--- config.mk ---
export PLATFORM = sky130hd
export DESIGN_NAME = ufr_feature_regs
export DESIGN_NICKNAME = d
export VERILOG_FILES = /design/src/verilog/ufr_pkg.sv /design/src/verilog/ufr_baud_if.sv /design/src/verilog/ufr_baud_gen.sv /design/src/verilog/ufr_feature_regs.sv
export SDC_FILE = /design/constraint.sdc
export NUM_CORES = 1
export LEC_CHECK = 0
export BUFFER_PORTS_ARGS = -buffer_cell sky130_fd_sc_hd__clkbuf_2
export CAP_MARGIN = 20
export CORE_UTILIZATION = 45
export CTS_BUF_LIST = sky130_fd_sc_hd__clkbuf_8
export DETAILED_ROUTE_END_ITERATION = 7
export PLACE_DENSITY = 0.66
export SLEW_MARGIN = 40
export SYNTH_ARGS = -nofsm -noshare
export SYNTH_HDL_FRONTEND = slang
export SYNTH_HIERARCHICAL = 1
export SYNTH_SLANG_ARGS = --single-unit
--- constraint.sdc ---
create_clock -name mclk -period 7.7 [get_ports mclk]
set_input_delay 0 -clock mclk [delete_from_list [all_inputs] [get_ports mclk]]
set_output_delay 0 -clock mclk [all_outputs]
set_load 0.02 [all_outputs]
--- src/verilog/ufr_pkg.sv ---
package ufr_pkg;

  // Register offsets on the channel's parallel bus
  localparam logic [3:0] UFR_OFS_DIV_LOW = 4'h0;
  localparam logic [3:0] UFR_OFS_DIV_HIGH = 4'h1;
  localparam logic [3:0] UFR_OFS_SCRATCH = 4'h7;
  localparam logic [3:0] UFR_OFS_FEATURE = 4'h8;
  localparam logic [3:0] UFR_OFS_ENHANCED = 4'h9;

  // Values after reset
  localparam logic [7:0] UFR_RST_DIV_LOW = 8'h01;
  localparam logic [7:0] UFR_RST_DIV_HIGH = 8'h00;
  localparam logic [7:0] UFR_RST_SCRATCH = 8'hFF;
  localparam logic [7:0] UFR_RST_FEATURE = 8'h00;
  localparam logic [7:0] UFR_RST_ENHANCED = 8'h00;

  // Feature control field positions
  localparam int UFR_FC_TABLE_HI = 7;
  localparam int UFR_FC_TABLE_LO = 6;
  localparam int UFR_FC_RS485 = 5;
  localparam int UFR_FC_IR_INV = 4;
  localparam int UFR_FC_HYST_HI = 3;

  // Enhanced feature field positions
  localparam int UFR_EF_AUTO_CTS = 7;
  localparam int UFR_EF_AUTO_RTS = 6;
  localparam int UFR_EF_SPECIAL = 5;
  localparam int UFR_EF_ENH_WR = 4;

  // Modem control field positions
  localparam int UFR_MC_PRESCALE = 7;
  localparam int UFR_MC_FLOW_SEL = 2;
  localparam int UFR_MC_RTS = 1;
  localparam int UFR_MC_DTR = 0;

  // Baud generator counts
  localparam logic [2:0] UFR_PRESCALE_FAST = 3'h1;
  localparam logic [2:0] UFR_PRESCALE_SLOW = 3'h4;
  localparam logic [4:0] UFR_OVERSAMPLE_16 = 5'h10;
  localparam logic [4:0] UFR_OVERSAMPLE_8 = 5'h08;

  // Receive fill counter width, enough for 64 plus the largest hysteresis
  localparam int UFR_FILL_W = 7;

  // Flow control output state, one-hot
  typedef enum logic [1:0] {
    UFR_FLOW_ON = 2'b01,
    UFR_FLOW_OFF = 2'b10
  } ufr_flow_e;

endpackage : ufr_pkg

--- src/verilog/ufr_baud_if.sv ---
`timescale 1ns/1ps
`default_nettype none
interface ufr_baud_if;
  logic [15:0] divisor;
  logic prescale_sel;
  logic mode8x;
  logic sample_tick;
  logic bit_tick;

  modport regs (output divisor, output prescale_sel, output mode8x, input sample_tick, input bit_tick);
  modport gen (input divisor, input prescale_sel, input mode8x, output sample_tick, output bit_tick);
endinterface : ufr_baud_if
`default_nettype wire

--- src/verilog/ufr_baud_gen.sv ---
`timescale 1ns/1ps
`default_nettype none
module ufr_baud_gen (
  input wire logic mclk,   // Input clock
  input wire logic resetn, // Async reset, active low
  ufr_baud_if.gen bif      // Divisor in, ticks out
);
  import ufr_pkg::*;

  logic [2:0] pre_cnt, next_pre_cnt;
  logic [15:0] div_cnt, next_div_cnt;
  logic [4:0] os_cnt, next_os_cnt;
  logic sample_q, next_sample;
  logic bit_q, next_bit;
  logic [2:0] pre_lim;
  logic [4:0] os_lim;

  ////////////////////////////////////////////////////////////////////////////
  // Input clock / (divisor * prescaler) gives the sample tick; 16 or 8 of those a bit
  always_comb begin
    pre_lim = bif.prescale_sel ? UFR_PRESCALE_SLOW : UFR_PRESCALE_FAST;
    os_lim = bif.mode8x ? UFR_OVERSAMPLE_8 : UFR_OVERSAMPLE_16;
    next_pre_cnt = pre_cnt;
    next_div_cnt = div_cnt;
    next_os_cnt = os_cnt;
    next_sample = 1'b0;
    next_bit = 1'b0;
    if (bif.divisor == 16'h0000) begin
      // A zero divisor stops the generator rather than dividing by 65536
      next_pre_cnt = 3'h0;
      next_div_cnt = 16'h0000;
      next_os_cnt = 5'h00;
    end else if (pre_cnt >= pre_lim - 3'h1) begin
      next_pre_cnt = 3'h0;
      if (div_cnt >= bif.divisor - 16'h0001) begin
        next_div_cnt = 16'h0000;
        next_sample = 1'b1;
        if (os_cnt >= os_lim - 5'h01) begin
          next_os_cnt = 5'h00;
          next_bit = 1'b1;
        end else begin
          next_os_cnt = os_cnt + 5'h01;
        end
      end else begin
        next_div_cnt = div_cnt + 16'h0001;
      end
    end else begin
      next_pre_cnt = pre_cnt + 3'h1;
    end
  end

  // Counter and tick registers
  always_ff @(posedge mclk or negedge resetn) begin
    if (!resetn) begin
      pre_cnt <= 3'h0;
      div_cnt <= 16'h0000;
      os_cnt <= 5'h00;
      sample_q <= 1'b0;
      bit_q <= 1'b0;
    end else begin
      pre_cnt <= next_pre_cnt;
      div_cnt <= next_div_cnt;
      os_cnt <= next_os_cnt;
      sample_q <= next_sample;
      bit_q <= next_bit;
    end
  end

  assign bif.sample_tick = sample_q;
  assign bif.bit_tick = bit_q;

  ////////////////////////////////////////////////////////////////////////////
  chk_bit_on_sample: assert property (@(posedge mclk) disable iff (!resetn)
    bif.bit_tick |-> bif.sample_tick)
    else $error("bit tick without sample tick");

  chk_zero_div_quiet: assert property (@(posedge mclk) disable iff (!resetn)
    (bif.divisor == 16'h0000)[*2] |-> !bif.sample_tick)
    else $error("sample tick with zero divisor");

  chk_unit_div_rate: assert property (@(posedge mclk) disable iff (!resetn)
    (bif.divisor == 16'h0001 && !bif.prescale_sel)[*3] |-> bif.sample_tick)
    else $error("divisor one fast prescale must tick every clock");

endmodule : ufr_baud_gen
`default_nettype wire

--- src/verilog/ufr_feature_regs.sv ---
`timescale 1ns/1ps
`default_nettype none
// Notes on behaviour
// - Scratch byte, resets to all ones, kept in sleep
// - Divisor low byte reachable only with divisor access
// - Divisor high byte, resets zero, divisor access only
// - Baud = clock / (divisor * prescaler * 16 or 8)
// - Feature bits 7:6 pick trigger table A-D
// - Feature bit 5 lets transmitter drive RTS
// - Feature bits 3:0 pick hysteresis, low codes
// - Hysteresis codes with bit 3 set
// - Enhanced bit 7 gates transmit by CTS/DSR
// - Enhanced bit 6 drives RTS/DTR from fill
// - Special character match enters FIFO, flags event
// - Xoff2 compare withholds char, raises both events
// - Enhanced bit 4 opens enhanced writes, sleep
module ufr_feature_regs
#(
  parameter int FILL_W = ufr_pkg::UFR_FILL_W // Receive fill counter width
) (
  input wire logic mclk,                         // Input clock, 25 MHz
  input wire logic resetn,                       // Async reset, active low
  input wire logic [3:0] bus_addr,               // Register offset
  input wire logic [7:0] bus_wdata,              // Write data
  input wire logic bus_wr,                       // Write strobe, one cycle
  input wire logic bus_rd,                       // Read strobe, one cycle
  output logic [7:0] bus_rdata,                  // Read data, registered
  output logic bus_hit,                          // Address belongs to this block
  input wire logic line_control_dlab,            // Divisor access bit
  input wire logic [7:0] modem_control,          // Modem control register
  input wire logic eight_times_oversample_sel,   // 8x oversampling select
  output logic baud_sample_tick,                 // Oversample tick pulse
  output logic baud_bit_tick,                    // Bit time tick pulse
  output logic [1:0] trigger_table,              // Trigger level table select
  output logic enhanced_write_en,                // Enhanced bits writable
  output logic sleep_permit,                     // Sleep mode allowed
  input wire logic [FILL_W-1:0] rx_fifo_fill,    // Receive FIFO fill
  input wire logic [FILL_W-1:0] rx_trigger_level, // Receive trigger level
  input wire logic tx_busy,                      // Transmitter holds data
  input wire logic cts_pin_n,                    // Clear-to-send pin, active low
  input wire logic dsr_pin_n,                    // Data-set-ready pin, active low
  output logic rts_assert,                       // Request-to-send asserted
  output logic dtr_assert,                       // Terminal-ready asserted
  output logic tx_permit,                        // Transmitter may start
  input wire logic ir_rx_pin,                    // Infrared receive pin
  output logic ir_rx_data,                       // Infrared data, active high
  input wire logic rx_char_valid,                // Received character strobe
  input wire logic [7:0] rx_char,                // Received character
  input wire logic [7:0] xoff2_value,            // Second Xoff character
  input wire logic swfc_xoff2_compare,           // Software flow compares Xoff2
  output logic fifo_push,                        // Push into receive FIFO, pulse
  output logic [7:0] fifo_data,                  // Character to push
  output logic special_char_event,               // Special character pulse
  output logic xoff_event                        // Xoff received pulse
);
  import ufr_pkg::*;

  if (FILL_W < 7) begin : g_fill_check
    $error("FILL_W must be at least 7");
  end

  localparam int SEL_W = 5;

  // One-hot register select; divisor bytes hide behind the divisor access bit
  function automatic logic [SEL_W-1:0] ufr_decode(input logic [3:0] addr, input logic dlab);
    logic [SEL_W-1:0] sel;
    sel = '0;
    sel[0] = dlab && (addr == UFR_OFS_DIV_LOW);
    sel[1] = dlab && (addr == UFR_OFS_DIV_HIGH);
    sel[2] = (addr == UFR_OFS_SCRATCH);
    sel[3] = (addr == UFR_OFS_FEATURE);
    sel[4] = (addr == UFR_OFS_ENHANCED);
    return sel;
  endfunction : ufr_decode

  // Hysteresis code to characters
  function automatic logic [FILL_W-1:0] ufr_hyst(input logic [3:0] code);
    logic [5:0] h;
    h = 6'h00;
    case (code)
      4'h0: h = 6'h00;
      4'h1: h = 6'h04;
      4'h2: h = 6'h06;
      4'h3: h = 6'h08;
      4'h4: h = 6'h08;
      4'h5: h = 6'h10;
      4'h6: h = 6'h18;
      4'h7: h = 6'h20;
      4'h8: h = 6'h28;
      4'h9: h = 6'h2C;
      4'hA: h = 6'h30;
      4'hB: h = 6'h34;
      4'hC: h = 6'h0C;
      4'hD: h = 6'h14;
      4'hE: h = 6'h1C;
      4'hF: h = 6'h24;
      default: h = 6'h00;
    endcase
    return FILL_W'(h);
  endfunction : ufr_hyst

  ////////////////////////////////////////////////////////////////////////////
  // Register file
  logic [7:0] div_low, next_div_low;
  logic [7:0] div_high, next_div_high;
  logic [7:0] scratch_byte, next_scratch_byte;
  logic [7:0] feature_control, next_feature_control;
  logic [7:0] enhanced_feature, next_enhanced_feature;
  logic [7:0] rdata_q, next_rdata;
  logic [SEL_W-1:0] sel;

  // Scratch is never touched by sleep, so its value survives it
  always_comb begin
    sel = ufr_decode(bus_addr, line_control_dlab);
    next_div_low = div_low;
    next_div_high = div_high;
    next_scratch_byte = scratch_byte;
    next_feature_control = feature_control;
    next_enhanced_feature = enhanced_feature;
    next_rdata = rdata_q;
    if (bus_wr) begin
      if (sel[0]) next_div_low = bus_wdata;
      if (sel[1]) next_div_high = bus_wdata;
      if (sel[2]) next_scratch_byte = bus_wdata;
      if (sel[3]) next_feature_control = bus_wdata;
      if (sel[4]) next_enhanced_feature = bus_wdata;
    end
    if (bus_rd) begin
      // Unselected offsets read zero; they belong to the neighbouring registers
      next_rdata = ({8{sel[0]}} & div_low) | ({8{sel[1]}} & div_high) |
                   ({8{sel[2]}} & scratch_byte) | ({8{sel[3]}} & feature_control) |
                   ({8{sel[4]}} & enhanced_feature);
    end
  end

  always_ff @(posedge mclk or negedge resetn) begin
    if (!resetn) begin
      div_low <= UFR_RST_DIV_LOW;
      div_high <= UFR_RST_DIV_HIGH;
      scratch_byte <= UFR_RST_SCRATCH;
      feature_control <= UFR_RST_FEATURE;
      enhanced_feature <= UFR_RST_ENHANCED;
      rdata_q <= 8'h00;
    end else begin
      div_low <= next_div_low;
      div_high <= next_div_high;
      scratch_byte <= next_scratch_byte;
      feature_control <= next_feature_control;
      enhanced_feature <= next_enhanced_feature;
      rdata_q <= next_rdata;
    end
  end

  assign bus_rdata = rdata_q;
  assign bus_hit = |sel;
  assign trigger_table = feature_control[UFR_FC_TABLE_HI:UFR_FC_TABLE_LO];
  assign enhanced_write_en = enhanced_feature[UFR_EF_ENH_WR];
  assign sleep_permit = enhanced_feature[UFR_EF_ENH_WR];

  ////////////////////////////////////////////////////////////////////////////
  // Baud generator
  ufr_baud_if bif ();

  assign bif.divisor = {div_high, div_low};
  assign bif.prescale_sel = modem_control[UFR_MC_PRESCALE];
  assign bif.mode8x = eight_times_oversample_sel;

  ufr_baud_gen u_baud (
    .mclk(mclk),
    .resetn(resetn),
    .bif(bif)
  );

  assign baud_sample_tick = bif.sample_tick;
  assign baud_bit_tick = bif.bit_tick;

  ////////////////////////////////////////////////////////////////////////////
  // Pin synchronisers: CTS, DSR, infrared receive
  logic [2:0] pin_meta, pin_sync;

  always_ff @(posedge mclk or negedge resetn) begin
    if (!resetn) begin
      pin_meta <= 3'b011;
      pin_sync <= 3'b011;
    end else begin
      pin_meta <= {ir_rx_pin, dsr_pin_n, cts_pin_n};
      pin_sync <= pin_meta;
    end
  end

  ////////////////////////////////////////////////////////////////////////////
  // Receive fill hysteresis; below-band reassert falls back to empty when band reaches zero
  ufr_flow_e flow_state, next_flow_state;
  logic [FILL_W-1:0] hyst;
  logic [FILL_W:0] hi_mark;
  logic reassert_ok;

  always_comb begin
    hyst = ufr_hyst(feature_control[UFR_FC_HYST_HI:0]);
    hi_mark = {1'b0, rx_trigger_level} + {1'b0, hyst};
    if (rx_trigger_level > hyst) begin
      reassert_ok = ({1'b0, rx_fifo_fill} + {1'b0, hyst}) < {1'b0, rx_trigger_level};
    end else begin
      reassert_ok = (rx_fifo_fill == '0);
    end
    next_flow_state = flow_state;
    case (flow_state)
      UFR_FLOW_ON: begin
        if ({1'b0, rx_fifo_fill} > hi_mark) next_flow_state = UFR_FLOW_OFF;
      end
      UFR_FLOW_OFF: begin
        if (reassert_ok) next_flow_state = UFR_FLOW_ON;
      end
      default: next_flow_state = UFR_FLOW_ON;
    endcase
  end

  always_ff @(posedge mclk or negedge resetn) begin
    if (!resetn) begin
      flow_state <= UFR_FLOW_ON;
    end else begin
      flow_state <= next_flow_state;
    end
  end

  ////////////////////////////////////////////////////////////////////////////
  // Modem outputs, transmit gating and infrared polarity
  logic next_rts, next_dtr, next_tx_permit, next_ir;
  logic rts_q, dtr_q, tx_permit_q, ir_q;
  logic flow_ok, gate_in;

  // RS-485 direction wins over automatic flow, which wins over the manual bits
  always_comb begin
    flow_ok = (flow_state == UFR_FLOW_ON);
    next_rts = modem_control[UFR_MC_RTS];
    next_dtr = modem_control[UFR_MC_DTR];
    if (enhanced_feature[UFR_EF_AUTO_RTS]) begin
      if (modem_control[UFR_MC_FLOW_SEL]) next_dtr = flow_ok;
      else next_rts = flow_ok;
    end
    if (feature_control[UFR_FC_RS485]) next_rts = tx_busy;
    gate_in = modem_control[UFR_MC_FLOW_SEL] ? !pin_sync[1] : !pin_sync[0];
    next_tx_permit = !enhanced_feature[UFR_EF_AUTO_CTS] || gate_in;
    next_ir = pin_sync[2] ^ feature_control[UFR_FC_IR_INV];
  end

  always_ff @(posedge mclk or negedge resetn) begin
    if (!resetn) begin
      rts_q <= 1'b0;
      dtr_q <= 1'b0;
      tx_permit_q <= 1'b1;
      ir_q <= 1'b0;
    end else begin
      rts_q <= next_rts;
      dtr_q <= next_dtr;
      tx_permit_q <= next_tx_permit;
      ir_q <= next_ir;
    end
  end

  assign rts_assert = rts_q;
  assign dtr_assert = dtr_q;
  assign tx_permit = tx_permit_q;
  assign ir_rx_data = ir_q;

  ////////////////////////////////////////////////////////////////////////////
  // Special character detection on the received stream
  logic next_push, next_special, next_xoff;
  logic [7:0] next_fifo_data;
  logic push_q, special_q, xoff_q;
  logic [7:0] fifo_data_q;
  logic match;

  always_comb begin
    match = enhanced_feature[UFR_EF_SPECIAL] && (rx_char == xoff2_value);
    next_push = rx_char_valid;
    next_special = rx_char_valid && match;
    next_xoff = 1'b0;
    next_fifo_data = rx_char_valid ? rx_char : fifo_data_q;
    if (rx_char_valid && match && swfc_xoff2_compare) begin
      next_push = 1'b0;
      next_xoff = 1'b1;
    end
  end

  always_ff @(posedge mclk or negedge resetn) begin
    if (!resetn) begin
      push_q <= 1'b0;
      special_q <= 1'b0;
      xoff_q <= 1'b0;
      fifo_data_q <= 8'h00;
    end else begin
      push_q <= next_push;
      special_q <= next_special;
      xoff_q <= next_xoff;
      fifo_data_q <= next_fifo_data;
    end
  end

  assign fifo_push = push_q;
  assign special_char_event = special_q;
  assign xoff_event = xoff_q;
  assign fifo_data = fifo_data_q;

  ////////////////////////////////////////////////////////////////////////////
  // Write, one idle cycle, then read back: the usual spacing of a host
  chk_scratch_write: assert property (@(posedge mclk) disable iff (!resetn)
    bus_wr && bus_addr == UFR_OFS_SCRATCH ##1 !bus_wr ##1 bus_rd && bus_addr == UFR_OFS_SCRATCH && !bus_wr
    |=> bus_rdata == $past(bus_wdata, 3))
    else $error("scratch byte did not keep written value");
  chk_div_low_gate: assert property (@(posedge mclk) disable iff (!resetn)
    bus_wr && bus_addr == UFR_OFS_DIV_LOW && !line_control_dlab |=> $stable(div_low))
    else $error("divisor low written without divisor access");
  chk_div_high_gate: assert property (@(posedge mclk) disable iff (!resetn)
    bus_wr && bus_addr == UFR_OFS_DIV_HIGH && !line_control_dlab |=> $stable(div_high))
    else $error("divisor high written without divisor access");
  chk_rs485_rts: assert property (@(posedge mclk) disable iff (!resetn)
    feature_control[UFR_FC_RS485] && tx_busy |=> rts_assert)
    else $error("transmitter did not drive RTS in RS-485 mode");
  chk_ir_polarity: assert property (@(posedge mclk) disable iff (!resetn)
    $stable(feature_control) |-> ir_rx_data == $past(pin_sync[2] ^ feature_control[UFR_FC_IR_INV]))
    else $error("infrared polarity wrong");
  chk_flow_off: assert property (@(posedge mclk) disable iff (!resetn)
    flow_state == UFR_FLOW_ON && {1'b0, rx_fifo_fill} > hi_mark |=> flow_state == UFR_FLOW_OFF)
    else $error("flow not withdrawn above band");
  chk_tx_gate: assert property (@(posedge mclk) disable iff (!resetn)
    enhanced_feature[UFR_EF_AUTO_CTS] && !gate_in |=> !tx_permit)
    else $error("transmit not gated by modem input");
  chk_special_push: assert property (@(posedge mclk) disable iff (!resetn)
    rx_char_valid && match && !swfc_xoff2_compare |=> fifo_push && special_char_event && !xoff_event)
    else $error("special character not pushed and flagged");
  chk_xoff2_held: assert property (@(posedge mclk) disable iff (!resetn)
    rx_char_valid && match && swfc_xoff2_compare |=> !fifo_push && xoff_event && special_char_event)
    else $error("compared Xoff2 not withheld");
endmodule : ufr_feature_regs
`default_nettype wire

# == Word-level counts from Yosys, hierarchy flattened ==
# Memories as Yosys holds them, arrays and structs flattened.
# Index checks and enable logic that the tools add are counted.
# Widths: inputs -> output; s select.
# totals
regBits,97
word_cells,108
in_bits,62
out_inout_bits,30
rom_bits,80
memories,1
# classes
addsub,8
mux,30
reduce_logical,22
n_bitwise,10
eq_ne,9
order_cmp,6
# mem_list
memory,words,word_bits,read_ports,rd_clocked_by_memory_dff,write_ports,line_no,source
(no name shown),16,5,1,0,0,ufr_feature_regs.sv:80,case (code)
# ops
operator,count
$mux 16,3
$and 8x8->8,5
$or 8x8->8,4
$mux 5,5
$add 16x1->16 const B,1
$add 7x6->8,2
$ge 16x16->1,1
$logic_not 16->1,1
$mux 1,16
$sub 16x1->16 const B,1
$reduce_and 2->1,7
$mux 3,3
$eq 4x4->1 const B,2
$eq 8x8->1,1
$gt 7x8->1,1
$lt 8x7->1,1
$gt 7x6->1,1
$logic_not 7->1,1
$add 5x1->5 const B,1
$ge 5x5->1,1
$logic_and 1x1->1,5
$reduce_or 5->1,1
$sub 5x1->5 const B,1
$eq 4x1->1 const B,1
other kinds (15),19

# == Depth between registers and ports, before layout ==
# logic_depth
ltp_word,7
depth_mapped,15
mapped_depth_nobuf,15

# == Cells and area by module ==
# The synthesis kept the hierarchy.
# by_module_without_submodules
mod,n_inst,area_per_inst_um2,cells_each
ufr_feature_regs,1,3970.1,338
ufr_baud_gen,1,1999.4,210

# == Least setup slack after synthesis ==
# OpenSTA, ideal clock, no wires.
# synth_path
path_kind,reg2reg
startpoint,register div_low[6]
endpoint,register u_baud.os_cnt[0]
path_slack_ps,4463
t_arrival_ps,3160
period_less_slack_ps,3237
path_stages_with_launch,12
setup_time_ps,77
path_cell_list,dfrtp_1 > or4_1 > nor2_1 > nand3b_1 > xor2_1 > ha_1 > nand4_1 > or3_4 > a2111oi_4 > o31ai_4 > or3_1 > a21oi_1
# synth_between
elab_chain_cells,4
# synth_rtl
item,line_no,source
"start, declared",ufr_feature_regs.sv:104,"logic [7:0] div_low, next_div_low;"
"start signal, assigned",ufr_feature_regs.sv:145,div_low <= next_div_low;
$sub 16x1->16,ufr_baud_gen.sv:35,if (div_cnt >= bif.divisor - 16'h0001) begin
$ge 16x16->1,ufr_baud_gen.sv:35,
$reduce_bool 2->1 (no line),n/a,
$reduce_and 2->1 (no line),n/a,
"end signal, assigned",ufr_baud_gen.sv:63,os_cnt <= next_os_cnt;
"end, declared",ufr_baud_gen.sv:12,"logic [4:0] os_cnt, next_os_cnt;"
# Parallel ways exist; a longest one is shown, timed or not.
# A chain may end at the register's enable or synchronous reset.

# == Worst setup path after layout ==
# layout_path
startpoint,register feature_control[0]
endpoint,register flow_state[0]
# layout_between
elab_chain_cells,6
# layout_rtl
item,line_no,source
"start, declared",ufr_feature_regs.sv:107,"logic [7:0] feature_control, next_feature_control;"
"start signal, assigned",ufr_feature_regs.sv:148,feature_control <= next_feature_control;
$mem_v2 16x5 *,n/a,
$add 7x6->8,ufr_feature_regs.sv:202,"reassert_ok = ({1'b0, rx_fifo_fill} + {1'b0, hyst}) < {1'b0, rx_trigger_level};"
$lt 8x7->1,ufr_feature_regs.sv:202,
$mux 1,ufr_feature_regs.sv:201,if (rx_trigger_level > hyst) begin
$ne 2x2->1 (no line),n/a,
$reduce_and 2->1 (no line) *,n/a,
"end signal, assigned",ufr_feature_regs.sv:222,flow_state <= next_flow_state;
"end, declared",ufr_feature_regs.sv:193,"ufr_flow_e flow_state, next_flow_state;"
# Every way passes the cells marked *; elsewhere a longest branch is shown, timed or not.

==> results.json <==
{
  "worst_setup_path_start_kind": "flip-flop",
  "rsz0062_at_grt": "false",
  "synth-seq-cells": 97,
  "max_cap_viol_count": 0,
  "drive_gt1_share_pct": 28.0,
  "grt_remaining_overflow": 0,
  "syn_area_mm2": 0.00597,
  "vias": 4516,
  "dp_hpwl_um": 9620,
  "async_reset_ff_share_pct": 100,
  "synth_seq_area_share_pct": 41.0,
  "die-area_mm2": 0.0137,
  "cp-startpoint": "feature_control[0]$_DFFE_PN0P_",
  "fillers": 1079,
  "leakage_nw": 3.37,
  "area_delta_synth_final_pct": 18.0,
  "met3_length_um": 400,
  "gp_congestion": 0.849,
  "endpoint_kind": "flip-flop",
  "synth.area.mux_share_pct": 13.1,
  "ant_nets": 0,
  "cts-root-buf": "clkbuf_8",
  "yosys_warnings": 6,
  "fin_crit_sh_pct": 53.1,
  "r2r-start": "feature_control[0]$_DFFE_PN0P_",
  "slew_headroom_pct": 58.8,
  "ys_types": 68,
  "placed_area_mm2": 0.00656,
  "finClkSkew_ns": 0.0104,
  "dr_wl_met2_um": 6470,
  "pin_count": 92,
  "crit_chain": "inv_1 -> ha_1 -> o31ai_1 -> inv_1 -> fa_1 -> nor2b_1 -> o21a_1 -> nor2_1 -> xnor2_1 -> ha_1 -> o21ai_0 -> a31oi_1 -> a2111o_1 -> a32oi_1 -> dlygate4sd3_1",
  "fmax_mhz": 244,
  "irDropWorstVdd_v": 0.000129,
  "initial_core_util_pct": 46.7,
  "p_sw_share_pct": 37.7,
  "synth_adder_area_share_pct": 12.0,
  "ctsLongestPathBuffers": 2,
  "grt_pass1_wl_um": 21000,
  "die_width_um": 117,
  "final_cell_mix": "clkbuf_2, dfrtp_1, ha_1, mux2_2",
  "worst_path_largest_cell_delay_ns": 0.57,
  "min_from": "rx_char_valid",
  "p_int_mw": 1.04,
  "synthSimpleGateAreaFrac_pct": 14.0,
  "drc": 0,
  "crit_slowest_cell": "dlygate4sd3_1",
  "finalMaxSlewViolations": 0,
  "drt_iter0_drc": 293,
  "clkPwrFrac_pct": 19.0,
  "fin_crit_ns": 4.09,
  "synth_edf_count": 0,
  "clock_sinks": 97,
  "routed_wl_um": 12900,
  "seqPwrFrac_pct": 41.4,
  "hp-class": "in -> reg",
  "first_global_vias": 4418,
  "grt_start_max_net_pins": 63,
  "synth_compound_area_share_pct": 10.5,
  "die_h_um": 117,
  "insertion_delay_ns": 0.37,
  "regArea_mm2": 0.00245,
  "clk_pin_slew_ns": 0.10,
  "routed.top_layer": "met4",
  "cp.arrival_ns": 4.42,
  "setup_tns_ns": 0,
  "critPathMaxFanout": 5,
  "synth_top_family_by_area": "simple AND/OR/NAND/NOR gates",
  "routed_via_density": 5.38,
  "finalSetupViolCount": 0,
  "p_comb_share_pct": 39.6,
  "antenna_found_initial": 0,
  "coreArea_mm2": 0.0128,
  "port-buffer-count": 87,
  "critPathRequiredTime_ns": 8.02,
  "crit_type": "reg -> reg",
  "grt_usage_pct": 19.7,
  "worst_pin_slew_ns": 0.619,
  "status": "finished, final reports clean",
  "final_common_cell": "clkbuf_2",
  "cts_tree": "built",
  "finish.instance_area_mm2": 0.00704,
  "yosys.area_share.xor_xnor_pct": 6.16,
  "cts_buffers": 9,
  "layout.nets": 781,
  "multi_input_area_mm2": 0.00333,
  "firstDrtPassIters": 4,
  "synth_fp_nets": 666,
  "h-tree-depth": 3,
  "p_switching_mw": 0.632,
  "synthCells": 548,
  "p_per_area_mw_per_mm2": 238,
  "fp-row-count": 41,
  "avgSynthCellArea_um2": 10.9,
  "wl_per_cell_um": 15.4,
  "wl_met1_um": 5940,
  "hold_viol": 0,
  "diodes": 0,
  "cts_setup_buffers": 0,
  "cts_resized": 0,
  "ys.flop_type": "dfrtp_1"
}
[cell usage after synthesis (3+ instances only)]
cell type	n	area share [%]
o21bai_1	3	0.38
o21ai_0	9	0.75
dfstp_2	15	6.6
mux2i_1	18	3.0
nand4b_1	3	0.44
nand2b_1	4	0.42
inv_1	32	2.0
o22ai_1	8	0.84
buf_2	3	0.25
nor3_1	11	0.92
nand2_1	24	1.5
dfrtp_1	82	34
xnor2_1	20	2.9
nor4_1	4	0.42
xor2_1	22	3.2
ha_1	54	11
nor2b_1	8	0.84
a21oi_1	38	3.2
o21a_1	4	0.50
a21o_1	7	0.88
nor2_1	38	2.4
nand3_1	20	1.7
nor4_2	3	0.63
buf_4	4	0.50
mux2_2	43	8.1
and3_1	6	0.63
clkbuf_1	4	0.25
mux2_4	8	2.0
nand4_1	6	0.63
[per-stage QoR]
step,instances,setup WS (ns),power (mW),hold WS (ns),util (%)
after floorplan,548,4.46,1.17,-0.296,-
after global placement,795,4.07,1.31,-0.0169,51.3
after detailed placement,795,3.98,1.34,-0.0122,51.3
after CTS,840,3.60,1.68,0.00400,55.1
after global routing,840,3.35,1.80,0.0152,55.1
final,840,3.61,1.68,0.0172,55.1
[cell families (layout without fill, tap and decap cells)]
| group | count (synthesis) | after routing |
|---|---|---|
| XOR/XNOR | 42 | 42 |
| AO/OA/AOI/OAI | 91 | 91 |
| adder cells (fa/ha/maj) | 56 | 56 |
| AND/OR/NAND/NOR | 148 | 148 |
| flip-flops | 97 | 97 |
| buffers and inverters | 45 | 165 |
| multiplexers | 69 | 69 |
[power by group through the flow]
stage	registers, mW	logic (mW)	clock network [mW]
floorplan	0.693	0.476	0
global placement	0.698	0.613	0
detailed placement	0.702	0.639	0
CTS	0.693	0.663	0.328
global route	0.707	0.744	0.351
finish	0.693	0.664	0.319
[critical path, delay by kind of cell (launching register included)]
family,cells,cell delay [ns]
xor gates and xnor gates,1,0.16
and+or+nand+nor,2,0.19
DFF,1,0.42
buffers and inverters,3,0.87
adders and majority gates,3,1.03
AOI/OAI and AO/OA,6,1.38
[metal layers]
metal	global-route usage, %	vias up
li1	-	2202
met1	26.0	2223
met2	33.3	82
met3	4.02	9
met4	4.64	0
met5	0	-
[worst paths after layout]
check,to,slack [ns],cells after the start
setup / recovery,flow_state[0]$_DFFE_PN1P_,3.61,15
hold / removal,fifo_push$_DFF_PN0_,0.02,2
setup reg to reg,flow_state[0]$_DFFE_PN1P_,3.61,15
hold reg to reg,pin_sync[2]$_DFF_PN0_,0.36,0
max in group asynchronous,scratch_byte[2]$_DFFE_PN1P_,6.69,3
min in group asynchronous,u_baud/div_cnt[6]$_DFFE_PN0P_,0.11,2
[flip-flops by register name, summed over array words and instances, names as in the netlist, 2 cells and up]
register	flops
flow_state	2
u_baud/div_cnt	16
bus_rdata	8
scratch_byte	8
fifo_data	8
u_baud/os_cnt	5
pin_meta	3
enhanced_feature	8
div_high	8
feature_control	8
pin_sync	3
div_low	8
u_baud/pre_cnt	3
[repair_timing]
action	in CTS	in global routing
endpoints found under the hold margin	95	0
endpoints found under the setup margin	0	0
hold buffers	29	0
[layout make-up]
class	count	area share, %
Clock inverter	7	0.941
Sequential cell	97	34.7
Timing Repair Buffer	117	10.5
Inverter	32	1.71
Clock buffer	9	1.76
Multi-Input combinational cell	406	47.3
Tap cell	172	3.06
No activity file was read; power rests on OpenSTA's default activity.
